[config.mk]
export PLATFORM = sky130hd
export DESIGN_NAME = spsb_top
export DESIGN_NICKNAME = d
export VERILOG_FILES = /design/src/spsb_top.v
export VERILOG_INCLUDE_DIRS = /design/src
export SDC_FILE = /design/constraint.sdc
export NUM_CORES = 1
export LEC_CHECK = 0
export BUFFER_PORTS_ARGS = -buffer_cell sky130_fd_sc_hd__clkbuf_2
export CAP_MARGIN = 0
export CORE_MARGIN = 2
export CORE_UTILIZATION = 27
export DETAILED_ROUTE_END_ITERATION = 12
export HOLD_SLACK_MARGIN = 0.05
export MAX_ROUTING_LAYER = met4
export PLACE_DENSITY = 0.54
export REMOVE_ABC_BUFFERS = 1
export SYNTH_ARGS = -nofsm -noshare
export SYNTH_HDL_FRONTEND = slang
export SYNTH_SLANG_ARGS = --single-unit
[constraint.sdc]
create_clock -name SYS_CLK -period 4.1 [get_ports SYS_CLK]
set_input_delay 0.41 -clock SYS_CLK [delete_from_list [all_inputs] [get_ports SYS_CLK]]
set_output_delay 0.41 -clock SYS_CLK [all_outputs]
set_load 0.005 [all_outputs]
[src/spsb_map.vh]
// Register map, field positions and constants of the serial port buffer block
// Function
// - Receive direction: transmit buffers and shifters ignore clock and sync; full writes hang.
// - Receive path per channel is a three-deep queue: two holders plus shifter.
// - Channel A status in bits 31-30, B in 28-27; 00 empty, 10 partial, 11 full.
// - Core read of empty receive or write of full transmit waits for serial service.
// - Buffer status keeps following core reads and writes while the port is disabled.
// - Transmit, sync required: error set when a frame sync finds the buffer empty.
// - Transmit, sync not required: error set whenever a due word finds the buffer empty.
// - A transmitting port starts a word on every frame sync detected between words; a sync during a word is ignored.
// - Receive: error marks overflow; a new word while full replaces stored data.
// - With two unread words, a third replaces the second held word.
// - Overflow is raised on the final bit of the third word.
// - Error flags are sticky and cleared only by disabling their channel.
// - Receive direction: core writes fill transmit status to full, then hang forever.
// - Data-independent sync option makes frame syncs regardless of buffer state, non-multichannel.
// - Multichannel odd port: error bit is receive overflow on new data while full.
// - Multichannel even port: error bit is transmit underflow on sync with buffer empty.
// - Standard, left-justified and I2S: both channels shift in lockstep on same edges.
// - Control bit 11 picks I2S/left-justified family; bit 17 picks I2S or left-justified.
// - Multichannel: control bit 0 enables A channels, bit 23 enables B channels.
// - Word lengths 3-32 in standard and multichannel, 8-32 in I2S and left-justified.
// - Words under 32 bits sit right-aligned in transmit and receive buffers.
// - Port pairs are coupled only for multichannel operation and loopback test.
// - Transmit direction: receive buffers ignore clock and sync; status stays empty.
// - Transmit path: data register plus shifter; data moves when previous word went out.
`ifndef SPSB_MAP_VH
`define SPSB_MAP_VH
`define SPSB_OFF_CTRL 4'h0
`define SPSB_OFF_MCTL 4'h4
`define SPSB_OFF_TXA 4'h8
`define SPSB_OFF_TXB 4'hC
`define SPSB_OFF_RXA 4'h0
`define SPSB_OFF_RXA_HI 4'h1
`define SPSB_CTRL_RST 32'h0000_0000
`define SPSB_MCTL_RST 32'h0000_0000
`define SPSB_B_EN_A 0
`define SPSB_B_WORD_LENGTH_FIELD_LO 4
`define SPSB_B_WORD_LENGTH_FIELD_HI 8
`define SPSB_B_FAMILY 11
`define SPSB_B_FSR 13
`define SPSB_B_IFS 14
`define SPSB_B_DATA_INDEPENDENT_SYNC 15
`define SPSB_B_LAFS 17
`define SPSB_B_EN_B 24
`define SPSB_B_DIR 25
`define SPSB_B_ERR_B 26
`define SPSB_B_STAT_B_LO 27
`define SPSB_B_ERR_A 29
`define SPSB_B_STAT_A_LO 30
`define SPSB_B_MC_A 0
`define SPSB_B_MC_B 23
`define SPSB_WORD_LENGTH_FIELD_MIN_STD 5'h02
`define SPSB_WORD_LENGTH_FIELD_MIN_I2S 5'h07
`define SPSB_ST_EMPTY 2'h0
`define SPSB_ST_PART 2'h2
`define SPSB_ST_FULL 2'h3
`endif

[src/spsb_top.v]
// Buffer, status and mode logic of a two-channel synchronous serial port
//
// Design decisions made here: the plain strobed port and the register addresses.
`timescale 1ns/100ps
`include "spsb_map.vh"
module spsb_top #(
	parameter PORT_ODD = 1'b0 // Multichannel direction: 1 = receive port
) (
	input wire SYS_CLK, // 125 MHz system clock
	input wire RST_N, // Synchronous reset, active low
	input wire [4:0] REG_ADDR, // Register byte address
	input wire [31:0] REG_WDATA, // Write data
	input wire REG_WR, // Write strobe
	input wire REG_RD, // Read strobe
	output reg [31:0] REG_RDATA, // Read data
	output reg REG_RVALID, // Read data valid pulse
	output wire REG_HOLD, // Core access held off
	input wire SCLK_IN, // Serial clock line
	input wire FS_IN, // Frame sync line input
	output wire FS_OUT, // Frame sync line output
	output wire FS_OE, // Frame sync drive enable
	input wire DA_IN, // Channel A data input
	input wire DB_IN, // Channel B data input
	output reg DA_OUT, // Channel A data output
	output reg DB_OUT, // Channel B data output
	output wire DA_OE, // Channel A drive enable
	output wire DB_OE // Channel B drive enable
);

	// Status field coding from occupancy count
	function [1:0] stat_code;
		input [1:0] cnt;
		begin
			case (cnt)
				2'h0: stat_code = `SPSB_ST_EMPTY;
				2'h1: stat_code = `SPSB_ST_PART;
				default: stat_code = `SPSB_ST_FULL;
			endcase
		end
	endfunction

	// Transmit occupancy from the two valid bits, same scale as receive
	function [1:0] tx_level;
		input dv;
		input sv;
		begin
			tx_level = {dv & sv, dv ^ sv};
		end
	endfunction

	// Software-visible configuration
	reg [31:0] ctrl_r;
	reg [31:0] mctl_r;

	// Transmit queue per channel: data register and shifter
	reg [31:0] txd_r [0:1];
	reg [31:0] txs_r [0:1];

	// Receive queue per channel: two holders and shifter
	reg [31:0] rxh0_r [0:1];
	reg [31:0] rxh1_r [0:1];
	reg [31:0] rxsh_r [0:1];
	reg [1:0] rxcnt_r [0:1];

	// Queue flags and sticky errors
	reg [1:0] txdv_r;
	reg [1:0] txsv_r;
	reg [1:0] send_r;
	reg [1:0] err_r;

	// Serial side synchronisers
	reg [2:0] sclk_q;
	reg [1:0] fs_q;
	reg [1:0] da_q;
	reg [1:0] db_q;

	// Word engine and held access
	reg active_r;
	reg running_r;
	reg fs_int_r;
	reg [5:0] rem_r;
	reg pend_r;
	reg pend_wr_r;
	reg pend_ch_r;
	reg [31:0] pend_data_r;
	integer i;

	// Mode decode
	wire family = ctrl_r[`SPSB_B_FAMILY];
	wire lafs = ctrl_r[`SPSB_B_LAFS];
	wire mc_on = ~family & (mctl_r[`SPSB_B_MC_A] | mctl_r[`SPSB_B_MC_B]);
	wire [1:0] en;
	assign en[0] = mc_on ? mctl_r[`SPSB_B_MC_A] : ctrl_r[`SPSB_B_EN_A];
	assign en[1] = mc_on ? mctl_r[`SPSB_B_MC_B] : ctrl_r[`SPSB_B_EN_B];
	// Pairing only fixes direction in multichannel; otherwise the control bit rules
	wire tx_dir = mc_on ? ~PORT_ODD : ctrl_r[`SPSB_B_DIR];
	wire port_on = en[0] | en[1];
	wire frame_sync_required = ctrl_r[`SPSB_B_FSR];
	wire ifs = ctrl_r[`SPSB_B_IFS];
	wire data_independent_sync = ctrl_r[`SPSB_B_DATA_INDEPENDENT_SYNC] & ~mc_on;
	wire [4:0] word_length_field_raw = ctrl_r[`SPSB_B_WORD_LENGTH_FIELD_HI:`SPSB_B_WORD_LENGTH_FIELD_LO];
	// Out-of-range lengths are clamped so a bad field cannot lock the counter
	wire [4:0] word_length_field_min = family ? `SPSB_WORD_LENGTH_FIELD_MIN_I2S : `SPSB_WORD_LENGTH_FIELD_MIN_STD;
	wire [4:0] word_length_field = (word_length_field_raw < word_length_field_min) ? word_length_field_min : word_length_field_raw;
	wire [5:0] word_bits = {1'b0, word_length_field} + 6'h01;

	// Status fields follow the direction: transmit queue or receive queue
	wire [1:0] stat_a = stat_code(tx_dir ? tx_level(txdv_r[0], txsv_r[0]) : rxcnt_r[0]);
	wire [1:0] stat_b = stat_code(tx_dir ? tx_level(txdv_r[1], txsv_r[1]) : rxcnt_r[1]);
	wire [31:0] status_word = {stat_a, err_r[0], stat_b, err_r[1], ctrl_r[25:0]};
	// Sync demand: data waiting to send, or room left to receive
	wire fs_want = data_independent_sync | (tx_dir ? |(txsv_r & en) : ((rxcnt_r[0] != 2'h2) | (rxcnt_r[1] != 2'h2)));

	// Link edge detection after two-flop synchronisers
	wire sclk_rise = sclk_q[1] & ~sclk_q[2];
	wire sclk_fall = ~sclk_q[1] & sclk_q[2];
	wire fs_seen = ifs ? fs_int_r : fs_q[1];
	wire start = sclk_rise & port_on & ~active_r & (fs_seen | (~frame_sync_required & running_r));
	wire [1:0] din = {db_q[1], da_q[1]};
	wire rx_last = sclk_rise & active_r & ~tx_dir & (rem_r == 6'h01);
	wire tx_last = sclk_fall & active_r & tx_dir & (rem_r == 6'h01);

	// Core access decode; a held access retries every cycle
	wire acc_wr = pend_r ? pend_wr_r : REG_WR;
	wire acc_rd = pend_r ? ~pend_wr_r : REG_RD;
	wire acc_any = pend_r | REG_WR | REG_RD;
	wire [4:0] acc_addr = REG_ADDR;
	wire acc_ch = pend_r ? pend_ch_r : acc_addr[2];
	wire is_tx = ~pend_r & (acc_addr[4:3] == 2'h1);
	wire is_rx = ~pend_r & (acc_addr[4:3] == 2'h2);
	wire [31:0] acc_data = pend_r ? pend_data_r : REG_WDATA;
	wire tx_full_sel = txdv_r[acc_ch] & txsv_r[acc_ch];
	wire rx_empty_sel = (rxcnt_r[acc_ch] == 2'h0);
	wire tx_wr_req = acc_wr & (pend_r ? 1'b1 : is_tx);
	wire rx_rd_req = acc_rd & (pend_r ? 1'b1 : is_rx);
	wire tx_push = tx_wr_req & ~tx_full_sel;
	wire rx_pop = rx_rd_req & ~rx_empty_sel;
	wire hold_new = (tx_wr_req & tx_full_sel) | (rx_rd_req & rx_empty_sel);
	wire rx_core_push = ~pend_r & REG_WR & is_rx;
	assign REG_HOLD = pend_r;

	// Pins: syncs only when generated here, data only in transmit
	assign FS_OUT = fs_int_r;
	assign FS_OE = ifs & port_on;
	assign DA_OE = tx_dir & en[0];
	assign DB_OE = tx_dir & en[1];

	// Input synchronisers for clock, sync and data lines
	always @(posedge SYS_CLK) begin
		if (!RST_N) begin
			sclk_q <= 3'h0;
			fs_q <= 2'h0;
			da_q <= 2'h0;
			db_q <= 2'h0;
		end else begin
			sclk_q <= {sclk_q[1:0], SCLK_IN};
			fs_q <= {fs_q[0], FS_IN};
			da_q <= {da_q[0], DA_IN};
			db_q <= {db_q[0], DB_IN};
		end
	end

	// Control registers; software may write any bit but the status fields
	always @(posedge SYS_CLK) begin
		if (!RST_N) begin
			ctrl_r <= `SPSB_CTRL_RST;
			mctl_r <= `SPSB_MCTL_RST;
		end else if (REG_WR & ~pend_r) begin
			if (REG_ADDR == {1'b0, `SPSB_OFF_CTRL})
				ctrl_r <= {6'h00, REG_WDATA[25:0]};
			if (REG_ADDR == {1'b0, `SPSB_OFF_MCTL})
				mctl_r <= REG_WDATA;
		end
	end

	// Held-off access bookkeeping
	always @(posedge SYS_CLK) begin
		if (!RST_N) begin
			pend_r <= 1'b0;
			pend_wr_r <= 1'b0;
			pend_ch_r <= 1'b0;
			pend_data_r <= 32'h0000_0000;
		end else if (pend_r) begin
			if (tx_push | rx_pop)
				pend_r <= 1'b0;
		end else if (hold_new) begin
			pend_r <= 1'b1;
			pend_wr_r <= REG_WR;
			pend_ch_r <= REG_ADDR[2];
			pend_data_r <= REG_WDATA;
		end
	end

	// Read data one cycle after the strobe, or when a held read completes
	always @(posedge SYS_CLK) begin
		if (!RST_N) begin
			REG_RDATA <= 32'h0000_0000;
			REG_RVALID <= 1'b0;
		end else begin
			REG_RVALID <= (REG_RD & ~pend_r & ~hold_new) | (pend_r & rx_pop);
			if (rx_pop)
				REG_RDATA <= rxh0_r[acc_ch];
			else if (REG_RD & ~pend_r) begin
				case (REG_ADDR)
					{1'b0, `SPSB_OFF_CTRL}: REG_RDATA <= status_word;
					{1'b0, `SPSB_OFF_MCTL}: REG_RDATA <= mctl_r;
					{1'b0, `SPSB_OFF_TXA}: REG_RDATA <= txd_r[0];
					{1'b0, `SPSB_OFF_TXB}: REG_RDATA <= txd_r[1];
					default: REG_RDATA <= 32'h0000_0000;
				endcase
			end
		end
	end

	// Shared bit counter keeps both channels on the same serial edges
	always @(posedge SYS_CLK) begin
		if (!RST_N) begin
			active_r <= 1'b0;
			running_r <= 1'b0;
			rem_r <= 6'h00;
		end else if (!port_on) begin
			active_r <= 1'b0;
			running_r <= 1'b0;
			rem_r <= 6'h00;
		end else if (start) begin
			active_r <= 1'b1;
			running_r <= 1'b1;
			rem_r <= word_bits;
		end else if ((sclk_rise & ~tx_dir) | (sclk_fall & tx_dir)) begin
			if (active_r) begin
				rem_r <= rem_r - 6'h01;
				if (rem_r == 6'h01)
					active_r <= 1'b0;
			end
		end
	end

	// Internal frame sync, one serial period wide, launched on a falling edge
	// Without the data-independent option it waits for buffer room or data
	always @(posedge SYS_CLK) begin
		if (!RST_N) begin
			fs_int_r <= 1'b0;
		end else if (!ifs | !port_on) begin
			fs_int_r <= 1'b0;
		end else if (sclk_fall) begin
			fs_int_r <= ~fs_int_r & ~active_r & fs_want;
		end
	end

	// Transmit data pins change on falling edges only
	always @(posedge SYS_CLK) begin
		if (!RST_N) begin
			DA_OUT <= 1'b0;
			DB_OUT <= 1'b0;
		end else if (sclk_fall & active_r & tx_dir) begin
			DA_OUT <= send_r[0] & txs_r[0][rem_r[4:0] - 5'h01];
			DB_OUT <= send_r[1] & txs_r[1][rem_r[4:0] - 5'h01];
		end
	end

	// Per-channel buffers, queues and sticky error flags
	always @(posedge SYS_CLK) begin
		if (!RST_N) begin
			txdv_r <= 2'h0;
			txsv_r <= 2'h0;
			send_r <= 2'h0;
			err_r <= 2'h0;
			for (i = 0; i < 2; i = i + 1) begin
				txd_r[i] <= 32'h0000_0000;
				txs_r[i] <= 32'h0000_0000;
				rxh0_r[i] <= 32'h0000_0000;
				rxh1_r[i] <= 32'h0000_0000;
				rxsh_r[i] <= 32'h0000_0000;
				rxcnt_r[i] <= 2'h0;
			end
		end else begin
			for (i = 0; i < 2; i = i + 1) begin
				// Errors clear only while the channel is off; sets need it on
				if (!en[i])
					err_r[i] <= 1'b0;
				// Move before load: a write landing with a move must not overwrite the waiting word
				if (txdv_r[i] & ~txsv_r[i]) begin
					txs_r[i] <= txd_r[i];
					txsv_r[i] <= 1'b1;
					txdv_r[i] <= 1'b0;
				end
				// Core writes fill the queue in either direction; only shifting drains it
				if (tx_push & (acc_ch == i)) begin
					txd_r[i] <= acc_data;
					txdv_r[i] <= 1'b1;
				end
				// Transmit word start: missing data is an underflow
				if (start & tx_dir & en[i]) begin
					send_r[i] <= txsv_r[i];
					if (!txsv_r[i])
						err_r[i] <= 1'b1;
				end
				// Shifter frees on the same falling edge that drives its last bit onto the pin
				if (tx_last & send_r[i]) begin
					txsv_r[i] <= 1'b0;
					send_r[i] <= 1'b0;
				end
				// Receive shifter starts clean so short words land right-aligned
				if (start & ~tx_dir)
					rxsh_r[i] <= 32'h0000_0000;
				else if (sclk_rise & active_r & ~tx_dir & en[i])
					rxsh_r[i] <= {rxsh_r[i][30:0], din[i]};
				queue_step(i);
			end
		end
	end

	// Receive queue: two holders behind the shifter, oldest in holder zero
	task queue_step;
		input integer ch;
		reg push;
		reg pop;
		reg [31:0] nw;
		begin
			push = (rx_last & en[ch]) | (rx_core_push & (REG_ADDR[2] == ch));
			pop = rx_pop & (acc_ch == ch);
			nw = rx_last ? {rxsh_r[ch][30:0], din[ch]} : REG_WDATA;
			if (push & pop) begin
				if (rxcnt_r[ch] == 2'h2) begin
					rxh0_r[ch] <= rxh1_r[ch];
					rxh1_r[ch] <= nw;
				end else begin
					rxh0_r[ch] <= nw;
				end
			end else if (pop) begin
				rxh0_r[ch] <= rxh1_r[ch];
				rxcnt_r[ch] <= rxcnt_r[ch] - 2'h1;
			end else if (push) begin
				if (rxcnt_r[ch] == 2'h0)
					rxh0_r[ch] <= nw;
				else
					rxh1_r[ch] <= nw;
				if (rxcnt_r[ch] != 2'h2)
					rxcnt_r[ch] <= rxcnt_r[ch] + 2'h1;
				else if (rx_last & en[ch])
					err_r[ch] <= 1'b1;
			end
		end
	endtask

	// Left-justified versus I2S only moves sync timing, handled outside this block
	wire unused_ok = lafs;

endmodule // spsb_top

==> key figures <==
Outcome
  • Status: finished, final reports clean

Route
  • Routed length per placed instance: roughly 21 um
  • Via count: around 17000
  • Vias per inst: around 5.2
  • Final ANT Viol Nets: 0
  • Post-Route WL: 70950 um
  • DRC viols: 0
  • Initial DRC Count: roughly 1500
  • First-pass iteration count of the detailed router: 6

Timing
  • Setup ws final: 0.5966 ns
  • RSZ-0062 raised after global routing: false
  • Fmax: 0.2854 GHz
  • Fin. Hold Viols: 0
  • Min Tclk post-route: roughly 3.5 ns
  • Clock skew: 0.02792 ns
  • Worst-Margin Slew: just over 1 ns
  • Hold slack: ~0.096 ns
  • Max Slew Vio Count: 0
  • Final period util: roughly 85%
  • Final setup violating endpoints: 0
  • Setup TNS: 0 ns
  • Max_slew headroom: 31.65%

Min path
  • Worst hold stages: 3
  • End of the worst hold path: pend_wr_r$_SDFFE_PN0P_
  • Hold path startpoint: REG_WR
  • Type of the most critical hold path: input port to flop

Critical path
  • Worst Path Buf+Inv: 3
  • CP max-delay cell: dfxtp_2
  • CP required: 4.62 ns
  • Flop2flop setup slack: 0.60 ns
  • Setup crit end kind: flop
  • R2R cell count: 10
  • R2R Path End: rxh1_r[31]$_SDFFE_PN0P_
  • CP Cell Sequence: mux2_2, o211ai_1, clkinv_1, buf_4, ha_1, a211oi_1, o21ai_4, buf_12, or2_2, a21oi_1
  • Critical path's largest stage delay: 0.66 ns
  • CP delay by family, top: compound AO/OA/AOI/OAI gates
  • CP Launch Type: flop
  • Critical path depth: 10
  • CP max FO: 35
  • Reg2Reg Launch Point: REG_HOLD$_SDFF_PN0_
  • CP arrival: between 4 and 5 ns
  • Critical path type: flop to flop

Placement
  • Hpwl dp: 47300 um
  • Worst slack, placed: 0.6367 ns
  • Routability cong.: ~0.87
  • IO Port Bufs: 84

Yosys
  • EDFF count, synth: 190
  • Top post-synthesis cells by count: 294 x nand2_1, 286 x dfxtp_1, 236 x nor2_1, 190 x edfxtp_1, 171 x a211oi_1
  • Main synth FF type: dfxtp_1
  • Post-synthesis compound-gate area fraction: 18.76%
  • Synth top area share: 26.42%
  • Syn. warnings: 0
  • Mean Syn Cell Area: 9.806 um^2
  • Synth area leaders: dfxtp_1 26%, edfxtp_1 26%, a211oi_1 5.9%, nand2_1 5.1%, mux2i_1 4.8%
  • Sequential cell area fraction in the yosys report: between 50% and 60%
  • Mux cell area share after synthesis: 6.201%
  • Synth Area in Simple Gates: 16.94%
  • Most frequent cell after synthesis: nand2_1
  • Post-synthesis cell area: 21670 um^2
  • Unique masters post-synth: 67
  • Synth async-reset ratio: 0%
  • Area leader, netlist: dfxtp_1
  • Synth Area in Adders: less than 1%
  • XOR/XNOR share of the synthesized area: less than 1%
  • Largest family of logic cells by synthesized area: compound AO/OA/AOI/OAI gates
  • Synthesized instance count: 2210
  • FF+latch count, synth: 476

Floorplan
  • Die height: 287.3 um
  • Die area: about 83000 um^2
  • Initial Util: 27.34%
  • FP Rows: 103
  • Boundary Pins: 85
  • Die X: 287.3 um
  • Core Box Area: 79260 um^2

Clocking
  • CTS Buffer Depth: 3
  • Clk root buf: clkbuf_16
  • Htree depth: 2
  • Total CTS buffers: 50
  • CTS tree: done
  • CTS sink count: 476
  • Clock slew at the register clock pins of the worst setup and hold paths: 0.06 ns
  • Clock Latency Late Sink: a little over 0.6 ns
  • PostCTS Resize Cnt: 0

GRT
  • Vias in the first global route: 17420
  • All-Layer GR Usage: between 10% and 20%
  • Largest net degree at the start of global routing: 67
  • First-pass GRT wire length: 107400 um
  • Grt ovf: 0
  • Initial antenna violation count: 2

Final layout
  • Nets: around 2300
  • Layout cells sized above 1: 12.57%
  • Layout area overhead: 15.11%

Pwr
  • Worst vdd ir: roughly 0.00027 V
  • PwrDens: 417.8 nW/um^2
  • Leak pwr: about 9.6 nW

Job
  • Max-Cap Viols: 0
sequential cells by signal (all words and copies together) (netlist names), 3 cells and up:
register	flops
rxh1_r	64
pend_data_r	32
rxcnt_r	4
txs_r	64
rxh0_r	64
rxsh_r	62
REG_RDATA	32
txd_r	64
rem_r	6
mctl_r	32
ctrl_r	26
sclk_q	3
per-stage QoR:
step	power (mW)	util [%]	area, um^2	std cells
after floorplan	5.566	-	20930	2035
after global placement	5.874	29.34	23250	3220
after detailed placement	5.889	29.34	23250	3220
after CTS	10.51	31.47	24940	3317
after global routing	10.76	31.48	24950	3319
final	10.42	31.48	24950	3319
power by group:
| group | internal, mW | total (mW) | switching [mW] |
|---|---|---|---|
| Clock | 2.68 | 4.64 | 1.96 |
| Combinational | 0.178 | 0.602 | 0.424 |
| Sequential | 5.09 | 5.18 | 0.0942 |
| Total | 7.95 | 10.4 | 2.48 |
cells by family after synthesis:
kind of cell	count (synthesis)
flops	476
compound gates	588
xor+xnor	18
mux	122
simple gates	796
fa+ha+maj	14
buf+inv	196
layer usage:
metal	vias up	global-route usage [%]	routed length, um
li1	8008	-	-
met5	-	-	0
met3	133	2.254	3638
met1	8576	22.06	31120
met2	563	28.34	33630
met4	0	6.745	2569
what timing repair did:
action	CTS	global route
setup buffers	0	0
hold buffers	3	0
endpoints found under the hold margin	3	0
cells in the final DEF, fill, tap and decap left out, types with 10 or more instances in the layout:
master | synthesis | layout
nand2_1 | 294 | 291
ha_1 | 14 | 14
a22oi_1 | 35 | 35
a211o_1 | 66 | 66
dfxtp_1 | 286 | 285
xnor2_1 | 10 | 10
or2_1 | 12 | 12
nor3_1 | 11 | 10
a31oi_1 | 35 | 35
nor2b_1 | 10 | 10
and2_1 | 140 | 140
a211oi_1 | 171 | 171
buf_4 | 3 | 46
edfxtp_1 | 190 | 190
clkbuf_2 | 0 | 84
nand3_1 | 21 | 21
clkbuf_16 | 0 | 52
o21ai_0 | 49 | 44
clkinv_2 | 0 | 11
or2_2 | 25 | 25
mux2i_1 | 105 | 105
clkbuf_1 | 128 | 12
a21oi_1 | 146 | 145
a222oi_1 | 29 | 29
a21o_1 | 28 | 28
inv_1 | 18 | 17
nor2_1 | 236 | 232
worst min-delay path: stages:
cell,delay (ns)
clkbuf_2,0.11
nand2_1,0.06
a21oi_1,0.05
worst max-delay path by stage:
| stage | startpoint | slack, ns | to |
|---|---|---|---|
| floorplan | REG_HOLD$_SDFF_PN0_ | -4.51 | rxh1_r[32]$_SDFFE_PN0P_ |
| detailed placement | REG_HOLD$_SDFF_PN0_ | 0.64 | rxh1_r[31]$_SDFFE_PN0P_ |
| finish | REG_HOLD$_SDFF_PN0_ | 0.60 | rxh1_r[31]$_SDFFE_PN0P_ |
| CTS | REG_HOLD$_SDFF_PN0_ | 0.63 | rxh1_r[31]$_SDFFE_PN0P_ |
| global placement | REG_ADDR[3] | 0.71 | rxh1_r[30]$_SDFFE_PN0P_ |
| global route | REG_HOLD$_SDFF_PN0_ | 0.42 | rxh1_r[31]$_SDFFE_PN0P_ |
layout make-up:
| class | count | area (um^2) |
|---|---|---|
| clock buffers | 69 | 1415 |
| multi-input cells | 1538 | 9558 |
| flip-flops and latches | 476 | 11430 |
| diodes | 2 | 5.005 |
| well taps | 1050 | 1314 |
| repair buffers | 138 | 895.9 |
| inverters | 21 | 83.83 |
| clock inverters | 25 | 244.0 |
| fillers | 8116 | 54310 |
(Power assumes the default switching activity.)
